**config.mk**
```make
export PLATFORM = sky130hd
export DESIGN_NAME = pcec_top
export DESIGN_NICKNAME = d
export VERILOG_FILES = /design/src/rtl/pcec_pkg.sv /design/src/rtl/pcec_top.sv
export SDC_FILE = /design/constraint.sdc
export NUM_CORES = 1
export LEC_CHECK = 0
export BUFFER_PORTS_ARGS = -buffer_cell sky130_fd_sc_hd__buf_2
export CAP_MARGIN = 20
export CORE_MARGIN = 4
export CORE_UTILIZATION = 51
export DETAILED_ROUTE_END_ITERATION = 12
export HOLD_SLACK_MARGIN = 0.1
export PLACE_DENSITY_LB_ADDON = 0.05
export SLEW_MARGIN = 0
export SYNTH_ARGS = -nofsm -noshare
export SYNTH_HDL_FRONTEND = slang
export SYNTH_SLANG_ARGS = --single-unit
```
**constraint.sdc**
```tcl
create_clock -name clock -period 2.05 [get_ports clock]
set_input_delay 0.3075 -clock clock [delete_from_list [all_inputs] [get_ports clock]]
set_output_delay 0.3075 -clock clock [all_outputs]
set_load 0.1 [all_outputs]
```
**src/rtl/pcec_pkg.sv**
```systemverilog
// Package with register offsets, field positions, reset values and event codes
package pcec_pkg;
	// Register addresses in the management space
	localparam logic [4:0] PCEC_ADDR_CTRL2 = 5'h14;
	localparam logic [4:0] PCEC_ADDR_EVCNT = 5'h15;
	// Control register reset value and field positions
	localparam logic [15:0] PCEC_CTRL2_RESET = 16'h8006;
	localparam logic [15:0] PCEC_CTRL2_WMASK = 16'hc70f;
	localparam int PCEC_DS_HI = 15;
	localparam int PCEC_DS_LO = 14;
	localparam int PCEC_CLKFREQ_BIT = 10;
	localparam int PCEC_SDPOL_BIT = 9;
	localparam int PCEC_STICKY_BIT = 8;
	localparam int PCEC_ADC_BIT = 3;
	localparam int PCEC_PSCALE_BIT = 2;
	localparam int PCEC_NEGPD_BIT = 1;
	localparam int PCEC_LEGACY_BIT = 0;
	// Counter register fields
	localparam int PCEC_SEL_HI = 11;
	localparam int PCEC_SEL_LO = 8;
	localparam logic [3:0] PCEC_SEL_RESET = 4'h0;
	localparam logic [7:0] PCEC_COUNT_MAX = 8'hff;
	localparam logic [3:0] PCEC_SEL_LAST = 4'h6;
	// Downspeed policy codes and failed-attempt thresholds
	localparam logic [1:0] PCEC_DS_OFF = 2'h0;
	localparam logic [1:0] PCEC_DS_AFTER_TWO = 2'h1;
	localparam logic [1:0] PCEC_DS_AFTER_THREE = 2'h2;
	localparam logic [2:0] PCEC_FAIL_BASE = 3'h1;
	// Clock-out divider: 200 MHz core to 25 MHz or 100 MHz output
	localparam int PCEC_CLK_MHZ = 200;
	localparam int PCEC_LOW_MHZ = 25;
	localparam logic [2:0] PCEC_LOW_HALF = 3'(PCEC_CLK_MHZ / PCEC_LOW_MHZ / 2 - 1);

	// Management access request
	typedef struct packed {
		logic valid;
		logic write;
		logic [4:0] addr;
		logic [15:0] wdata;
	} pcec_req_t;

	// Event strobes from the data path
	typedef struct packed {
		logic collision;
		logic txFrame;
		logic txError;
		logic startDelimError;
		logic endDelimError;
		logic rxFrame;
		logic rxError;
	} pcec_events_t;

	// Control outputs toward the PHY core
	typedef struct packed {
		logic [1:0] downspeedPolicy;
		logic adcResolutionBoost;
		logic qualityPowerScaling;
		logic negotiationPowerDown;
		logic legacyEeeActivation;
	} pcec_ctrl_t;
endpackage : pcec_pkg

```
**src/rtl/pcec_top.sv**
```systemverilog
// Second control register and event counter behind the management port
`timescale 1ns/1ps
module pcec_top
	import pcec_pkg::*;
(
	// Clock and resets
	input wire logic clock,
	input wire logic rst,
	input wire logic softReset,
	// Management access
	input wire pcec_req_t req,
	output logic [15:0] rdata,
	output logic rvalid,
	// Strap and EEPROM status
	input wire logic strapSignalPolarity,
	input wire logic eepromDetected,
	// Pins and events
	input wire logic fibreSignalDetectInput,
	input wire pcec_events_t events,
	// Link-up attempt results
	input wire logic linkFailStrobe,
	input wire logic linkUpStrobe,
	// Outputs toward the core
	output pcec_ctrl_t ctrl,
	output logic downspeedRequest,
	output logic signalDetected,
	output logic clockOutputPin
);

	// Control and counter state
	logic [15:0] ctrl2_reg;
	logic [15:0] ctrl2_next;
	logic [3:0] sel_reg;
	logic [3:0] sel_next;
	logic [7:0] count_reg;
	logic [7:0] count_next;
	logic [15:0] rdata_reg;
	logic [15:0] rdata_next;
	logic rvalid_reg;
	logic rvalid_next;
	logic strapPending_reg;
	logic strapPending_next;
	// Downspeed tracking
	logic [2:0] failCount_reg;
	logic [2:0] failCount_next;
	logic downspeed_reg;
	logic downspeed_next;
	// Synchronisers for the pin inputs
	logic [1:0] sdSync_reg;
	logic [1:0] strapSync_reg;
	logic [1:0] eeSync_reg;
	logic fibre_signal_detect_input_reg;
	logic fibre_signal_detect_input_next;
	// Clock-out divider
	logic [2:0] divCount_reg;
	logic [2:0] divCount_next;
	logic clock_output_pin_reg;
	logic clock_output_pin_next;
	logic eventHit;
	logic wrCtrl;
	logic wrCnt;
	logic rdCnt;

	// Two-flop synchronisers, kept out of reset so that the strap load
	// right after reset release sees settled pin levels
	always_ff @(posedge clock)
	begin
		sdSync_reg <= {sdSync_reg[0], fibreSignalDetectInput};
		strapSync_reg <= {strapSync_reg[0], strapSignalPolarity};
		eeSync_reg <= {eeSync_reg[0], eepromDetected};
	end

	// Access decode
	assign wrCtrl = req.valid && req.write && (req.addr == PCEC_ADDR_CTRL2);
	assign wrCnt = req.valid && req.write && (req.addr == PCEC_ADDR_EVCNT);
	assign rdCnt = req.valid && !req.write && (req.addr == PCEC_ADDR_EVCNT);

	// Selected event decode
	always_comb
	begin
		case (sel_reg)
			4'h0: eventHit = events.rxError;
			4'h1: eventHit = events.rxFrame;
			4'h2: eventHit = events.endDelimError;
			4'h3: eventHit = events.startDelimError;
			4'h4: eventHit = events.txError;
			4'h5: eventHit = events.txFrame;
			PCEC_SEL_LAST: eventHit = events.collision;
			default: eventHit = 1'b0;
		endcase
	end

	// Register file next state
	always_comb
	begin
		ctrl2_next = ctrl2_reg;
		sel_next = sel_reg;
		count_next = count_reg;
		strapPending_next = 1'b0;
		rdata_next = rdata_reg;
		rvalid_next = 1'b0;
		if (softReset && !ctrl2_reg[PCEC_STICKY_BIT])
		begin
			ctrl2_next = PCEC_CTRL2_RESET;
			sel_next = PCEC_SEL_RESET;
			strapPending_next = 1'b1;
		end
		if (strapPending_reg && !eeSync_reg[1])
		begin
			ctrl2_next[PCEC_SDPOL_BIT] = strapSync_reg[1];
		end
		if (wrCtrl)
		begin
			ctrl2_next = req.wdata & PCEC_CTRL2_WMASK;
		end
		if (eventHit && (count_reg != PCEC_COUNT_MAX))
		begin
			count_next = count_reg + 8'h01;
		end
		else if (eventHit)
		begin
			count_next = PCEC_COUNT_MAX;
		end
		if (wrCnt)
		begin
			sel_next = req.wdata[PCEC_SEL_HI:PCEC_SEL_LO];
		end
		// clear on read or selector change
		if (rdCnt || (sel_next != sel_reg))
		begin
			count_next = (eventHit && rdCnt && (sel_next == sel_reg)) ? 8'h01 : 8'h00;
		end
		if (req.valid && !req.write)
		begin
			rvalid_next = 1'b1;
			case (req.addr)
				PCEC_ADDR_CTRL2: rdata_next = ctrl2_reg;
				PCEC_ADDR_EVCNT: rdata_next = {4'h0, sel_reg, count_reg};
				default: rdata_next = 16'h0000;
			endcase
		end
	end

	// Downspeed failure count next state
	always_comb
	begin
		failCount_next = failCount_reg;
		downspeed_next = 1'b0;
		if (linkUpStrobe || (ctrl2_reg[PCEC_DS_HI:PCEC_DS_LO] == PCEC_DS_OFF))
		begin
			failCount_next = 3'h0;
		end
		else if (linkFailStrobe)
		begin
			// Policy code equals the failures seen before the final one
			if (failCount_reg == ({1'b0, ctrl2_reg[PCEC_DS_HI:PCEC_DS_LO]} + PCEC_FAIL_BASE
				- 3'h1))
			begin
				downspeed_next = 1'b1;
				failCount_next = 3'h0;
			end
			else
			begin
				failCount_next = failCount_reg + 3'h1;
			end
		end
	end

	// Downspeed registers
	always_ff @(posedge clock)
	begin
		if (rst)
		begin
			failCount_reg <= 3'h0;
			downspeed_reg <= 1'b0;
		end
		else
		begin
			failCount_reg <= failCount_next;
			downspeed_reg <= downspeed_next;
		end
	end

	// Signal detect next state
	always_comb
	begin
		fibre_signal_detect_input_next = ctrl2_reg[PCEC_SDPOL_BIT] ? sdSync_reg[1] : !sdSync_reg[1];
	end

	// Signal detect register
	always_ff @(posedge clock)
	begin
		if (rst)
		begin
			fibre_signal_detect_input_reg <= 1'b0;
		end
		else
		begin
			fibre_signal_detect_input_reg <= fibre_signal_detect_input_next;
		end
	end

	// Clock-out divider next state
	always_comb
	begin
		// divide for 25 MHz or toggle for high rate
		if (ctrl2_reg[PCEC_CLKFREQ_BIT])
		begin
			divCount_next = 3'h0;
			clock_output_pin_next = !clock_output_pin_reg;
		end
		else if (divCount_reg >= PCEC_LOW_HALF)
		begin
			divCount_next = 3'h0;
			clock_output_pin_next = !clock_output_pin_reg;
		end
		else
		begin
			divCount_next = divCount_reg + 3'h1;
			clock_output_pin_next = clock_output_pin_reg;
		end
	end

	// Clock-out registers
	always_ff @(posedge clock)
	begin
		if (rst)
		begin
			divCount_reg <= 3'h0;
			clock_output_pin_reg <= 1'b0;
		end
		else
		begin
			divCount_reg <= divCount_next;
			clock_output_pin_reg <= clock_output_pin_next;
		end
	end

	// Register file registers
	always_ff @(posedge clock)
	begin
		if (rst)
		begin
			ctrl2_reg <= PCEC_CTRL2_RESET;
			sel_reg <= PCEC_SEL_RESET;
			count_reg <= 8'h00;
			strapPending_reg <= 1'b1;
			rdata_reg <= 16'h0000;
			rvalid_reg <= 1'b0;
		end
		else
		begin
			ctrl2_reg <= ctrl2_next;
			sel_reg <= sel_next;
			count_reg <= count_next;
			strapPending_reg <= strapPending_next;
			rdata_reg <= rdata_next;
			rvalid_reg <= rvalid_next;
		end
	end

	// Outputs from flip-flops
	assign rdata = rdata_reg;
	assign rvalid = rvalid_reg;
	assign ctrl.adcResolutionBoost = ctrl2_reg[PCEC_ADC_BIT];
	assign ctrl.qualityPowerScaling = ctrl2_reg[PCEC_PSCALE_BIT];
	assign ctrl.negotiationPowerDown = ctrl2_reg[PCEC_NEGPD_BIT];
	assign ctrl.legacyEeeActivation = ctrl2_reg[PCEC_LEGACY_BIT];
	assign ctrl.downspeedPolicy = ctrl2_reg[PCEC_DS_HI:PCEC_DS_LO];
	assign downspeedRequest = downspeed_reg;
	assign signalDetected = fibre_signal_detect_input_reg;
	assign clockOutputPin = clock_output_pin_reg;
endmodule : pcec_top

```
## Yosys cells after proc, flatten, opt, wreduce, memory -nomap -nowiden

Index checks and enable logic that the tools add are counted.

| cells by class | value |
|---|---|
| add/subtract/negate cells | 5 |
| $mul | 0 |
| divide/modulo/power cells | 0 |
| $lt $le $gt $ge | 1 |
| eq/ne operators | 12 |
| shift operators | 0 |
| multiplexer cells | 18 |
| bitwise logic cells | 1 |
| reduce and logical (&&, ||, !) cells | 26 |

Operator list:

| cell | number |
|---|---|
| 16-bit 2-to-1 mux | 2 |
| 16-bit case mux with 2 select lines | 1 |
| 8-bit 2-to-1 mux | 3 |
| 4-bit by 3-bit equality test with 1-bit output, second input constant | 3 |
| 5-bit equality test, second input constant | 2 |
| 1-bit logical AND | 10 |
| 8-bit by 1-bit adder with 8-bit output, second input constant | 1 |
| 4-bit by 2-bit equality test with 1-bit output, second input constant | 2 |
| 1-bit 2-to-1 mux | 8 |
| 4-bit 2-to-1 mux | 2 |
| 8-bit != test, second input constant | 1 |
| 1-bit case mux with 7 select lines | 1 |
| 3-bit by 1-bit adder with 3-bit output, second input constant | 2 |
| 3-bit nonzero test | 2 |
| 3-bit OR reduction | 2 |
| 1-bit logical NOT | 5 |
| 4-bit by 1-bit equality test with 1-bit output, second input constant | 1 |
| 4-bit equality test | 1 |
| 4-bit logical NOT | 1 |
| 4-bit != test | 1 |
| 2-bit nonzero test | 2 |
| 2-bit by 1-bit adder with 3-bit output, second input constant | 1 |
| 3-bit equality test | 1 |
| 3-bit by 2-bit greater-or-equal comparator with 1-bit output, second input constant | 1 |
| other kinds (6) | 7 |

| word-level totals | value |
|---|---|
| flip-flop bits (word level) | 54 |
| bits in latches | 0 |
| RAM bits | 0 |
| bits in read-only memories | 0 |
| input bits | 38 |
| output and inout bits | 26 |
| word-level logic and storage cells | 78 |
| memories | 0 |

## Logic depth before layout (Yosys ltp)

| depth | value |
|---|---|
| depth in word-level cells | 8 |
| mapped depth | 6 |

## Worst setup path after synthesis

No wires, ideal clock.

| timing | value |
|---|---|
| kind | input to register |
| from | input req[19] in the netlist's numbering |
| to | register count_reg[4] |
| arrival time | 1573 ps |
| data required time | 1959 ps |
| slack | 386 ps |
| stages on the path | 5 |
| cells stage by stage | nand4bb_1 > nor2_2 > mux2i_1 > o211ai_1 > a311oi_1 |

| on the way | value |
|---|---|
| longest elaborated chain between the ends | 6 |
| elaborated cells between the ends (all ways) | 8 |

RTL lines:

| item | RTL line | source |
|---|---|---|
| start, declared | pcec_top.sv:11 | `input wire pcec_req_t req,` |
| 5-bit equality test (*) | pcec_top.sv:75, pcec_top.sv:76 |  |
| 1-bit logical AND | pcec_top.sv:75 | `assign wrCnt = req.valid && req.write && (req.addr == PCEC_ADDR_EVCNT);` |
| 4-bit 2-to-1 mux | pcec_top.sv:124 | `if (wrCnt)` |
| 4-bit != test | pcec_top.sv:129 | `if (rdCnt \|\| (sel_next != sel_reg))` |
| 1-bit logical OR (*) | pcec_top.sv:129 |  |
| 3-bit nonzero test (no line) / 8-bit 2-to-1 mux (equally long branches) | n/a |  |
| end signal, assigned | pcec_top.sv:255 | `count_reg <= count_next;` |
| end, declared | pcec_top.sv:35 | `logic [7:0] count_reg;` |

Mark *: on every way between the ends. The rest lies on a longest branch, timed or not.
A chain may end at the register's enable or synchronous reset.

## Final worst setup path

| timing | value |
|---|---|
| from | register sel_reg[0] |
| to | register count_reg[7] |

| on the way | value |
|---|---|
| longest elaborated chain between the ends | 5 |
| elaborated cells between the ends (all ways) | 16 |

RTL lines:

| item | RTL line | source |
|---|---|---|
| start, declared | pcec_top.sv:33 | `logic [3:0] sel_reg;` |
| start signal, assigned | pcec_top.sv:254 | `sel_reg <= sel_next;` |
| 4-bit by 3-bit equality test with 1-bit output, or another cell as far along | pcec_top.sv:81 | `case (sel_reg)` |
| 1-bit case mux with 7 select lines / 4-bit 2-to-1 mux (equally long branches) | pcec_top.sv:81, pcec_top.sv:124 |  |
| 1-bit logical AND / 4-bit != test (equally long branches) | pcec_top.sv:116, pcec_top.sv:129 |  |
| 8-bit 2-to-1 mux / 1-bit logical OR (equally long branches) | pcec_top.sv:116, pcec_top.sv:129 |  |
| 8-bit 2-to-1 mux / 3-bit nonzero test (equally long branches) | n/a |  |

Several ways; a longest one is shown, not always the timed one.

==> impl_metrics.csv <==
group,metric,value,unit
cts,cts_htree_levels,2,
setup_path,slowest_stage,"dfxtp_1",
cts,cts_buffers,5,
run_status,run_status,"finished clean",
cts,cts_tree,"done",
setup_path,critical_path.cell_chain,"mux2i_1 -> o211a_1 -> or3_4 -> nor4b_2 -> a211oi_1",
floorplan,die-area,5585,µm²
cts,path_clk_slew,100,ps
sta,fin_crit,1796,ps
synthesis,synth_mux_area_frac,0.02700,
synthesis,syn_avg_cell_area,8.836,µm²
worst_hold_path,min_path_cells,3,
run,max_cap_violations,0,
floorplan,top_level_ports,64,
global_route,grt-ovfl-total,0,
synthesis,synth_cells,257,
routing,via_count,1976,
synthesis,synth_fa_ha_area_frac,0.02204,
synthesis,synth-main-ff-cell,"dfxtp_1",
synthesis,synthSimpleGateAreaFrac,0.2612,
placed_design,gp_congestion,0.7369,
power_and_ir_drop,power.switching,0.6030,mW
power_and_ir_drop,p_leak,1.143,nW
synthesis,synth_compound_gate_area_share,0.1410,
synthesis,asyncSetResetFlopFracSynth,0,
power_and_ir_drop,total_power,2.178,mW
final_layout,synthToLayoutAreaGrowth,19.89,%
power_and_ir_drop,p_sw_frac,0.2769,
sta,hold_viol,0,
sta,finalCritPeriodShare,0.8760,
global_route,antenna_found_initial,0,
final_layout,drive_gt1_frac,0.2611,
sta,tns,0,ps
floorplan,dieHeight,74.73,µm
sta,finalSetupViolCount,0,
cts,clock_sinks,52,
sta,max_freq,556.8,MHz
routing,drtPass1Iterations,4,
cts,insertion_delay,300,ps
routing,drtAntennaViolNets,0,
global_route,grt_pass1_vias,1871,
placed_design,port_buffers,55,
routing,viasPerCell,5.399,
synthesis,post_synth_num_cell_types,45,
final_layout,largest_reg_flops,14,
setup_path,required,2210,ps
power_and_ir_drop,seq_power_share,0.500,
final_layout,final_common_cell,"buf_2",
synthesis,synth_area,2271,µm²
synthesis,ys_seq_area_frac,0.4584,
worst_hold_path,hold_class,"in2reg",
global_route,track_usage,0.1970,
setup_path,cp_max_fo,8,
setup_path,cp-end-kind,"flip-flop",
global_route,grt_max_degree,17,
floorplan,core_area,4324,µm²
synthesis,synth_xor_area_frac,0.03471,
final_layout,fin_area,2723,µm²
routing,drt_iter0_drc,103,
cts,root_buffer,"clkbuf_8",
sta,finClkSkew,11.68,ps
setup_path,cpPeakStageDelay,530,ps
setup_path,r2r_cells,5,
routing,drt_wl_total,5176,µm
setup_path,crit_type,"reg2reg",
cts,clk_path_buf_depth,2,
floorplan,die_w,74.73,µm
final_layout,fillers,387,
sta,setup_slack,254.2,ps
setup_path,cp.arrival,1960,ps
final_layout,diodes,0,
synthesis,synth_seq_cells,52,
sta,relSlewSlack,0.5868,
placed_design,placed_area,2571,µm²
floorplan,rows,24,
placed_design,dp_hpwl,3806,µm
floorplan,initial_utilization,0.5252,
sta,worst_pin_slew,617.0,ps
power_and_ir_drop,power.density,799.9,nW/µm²
sta,slew_violations,0,
cts,ctsResizeCount,0,
routing,routedWlPerCell,14.14,µm
sta,rsz0062_at_grt,"no",
synthesis,synth_top_family_by_area,"simple AND/OR/NAND/NOR gates",
synthesis,synth_edf_count,0,
cts,cts_setup_buffers,0,
final_layout,post-route-util,0.6296,
setup_path,worstSetupStartpointType,"flip-flop",
power_and_ir_drop,p_comb_frac,0.161,
final_layout,final_cell_mix,"buf_2, dfxtp_1, nor2_1",
cts,cts.hold.buffers_added,3,
global_route,grt_pass1_wl,8431,µm
power_and_ir_drop,peakVddDrop,688.7,µV
power_and_ir_drop,clkPwrFrac,0.339,
routing,drc_errors,0,
synthesis,synth-warning-count,0,
final_layout,nets,355,
placed_design,place_ws,171.9,ps
power_and_ir_drop,p_int,1.575,mW
## cell usage after synthesis (2+ instances only)
library cell | instances | area (µm²)
dfxtp_1 | 52 | 1041
xnor2_1 | 4 | 35.03
nor2_2 | 2 | 12.51
buf_4 | 8 | 60.06
ha_1 | 4 | 50.05
a211oi_1 | 2 | 15.01
nand3_1 | 13 | 65.06
clkbuf_1 | 8 | 30.03
and3_1 | 2 | 12.51
and2_1 | 2 | 12.51
xor2_1 | 5 | 43.79
nor2b_1 | 2 | 12.51
inv_1 | 3 | 11.26
mux2i_1 | 5 | 50.05
nor3_2 | 2 | 20.02
nand2_1 | 24 | 90.09
and4_1 | 2 | 17.52
a221oi_1 | 7 | 61.31
a311oi_1 | 4 | 35.03
a21oi_1 | 21 | 105.1
nand3b_1 | 3 | 22.52
nor3_1 | 15 | 75.07
o21ai_0 | 5 | 25.02
nor2_1 | 36 | 135.1
nand2b_1 | 4 | 25.02
a41oi_1 | 3 | 26.28
## cells by family (layout without fill, tap and decap cells)
family / after synthesis / in the layout
AND/OR/NAND/NOR: 115 / 115
flip-flops: 52 / 52
AO/OA/AOI/OAI: 48 / 48
buffers and inverters: 22 / 78
XOR/XNOR: 9 / 9
multiplexers: 6 / 6
adder cells (fa/ha/maj): 4 / 4
other: 1 / 2
## metal layers
layer  up-vias  wire length [µm]  track usage
met5         -                 0            0
met4         0                27      0.05138
met3         2               282      0.05340
met2        39              2535       0.3395
met1       918              2330       0.2440
li1       1017                 -            -
## power groups by stage
stage / Combinational (mW) / Clock, mW / Sequential (mW)
after floorplan: 0.149 / 0 / 1.21
after global placement: 0.344 / 0 / 1.11
after global routing: 0.383 / 0.778 / 1.10
after detailed placement: 0.348 / 0 / 1.11
final: 0.350 / 0.739 / 1.09
after CTS: 0.354 / 0.751 / 1.09
## path summary, 6_finish.rpt
kind	start	to	slack, ps
worst max-delay path	sel_reg[0]$_SDFF_PP0_	count_reg[7]$_SDFFE_PP0P_	250
worst min register to register	sdSync_reg[0]$_DFF_P_	sdSync_reg[1]$_DFF_P_	340
worst min-delay path	req[14]	ctrl2_reg[14]$_SDFFE_PP0P_	230
worst max register to register	sel_reg[0]$_SDFF_PP0_	count_reg[7]$_SDFFE_PP0P_	250
## critical path, delay by kind of cell (launching register included)
kind | cells | cell delay (ps)
simple gates | 2 | 650
mux | 1 | 120
flops | 1 | 530
compound gates | 2 | 370
## final cells by class
cell class	count	area [µm²]	area share
multi-input combinational	184	1111	0.4081
clock buffer	6	82.58	0.03033
clock inverter	2	38.79	0.01425
sequential	52	1041	0.3824
tap	52	65.06	0.02390
inverter	3	11.26	0.004136
timing repair buffer	67	372.9	0.1369
## metrics by stage
stage / hold slack, ps / std cells
3_3_place_gp: 311.3 / 355
2_1_floorplan: 309.6 / 258
5_1_grt: 241.8 / 366
3_5_place_dp: 318.6 / 355
6_report: 230.3 / 366
4_1_cts: 227.2 / 366
(Power assumes the default switching activity.)
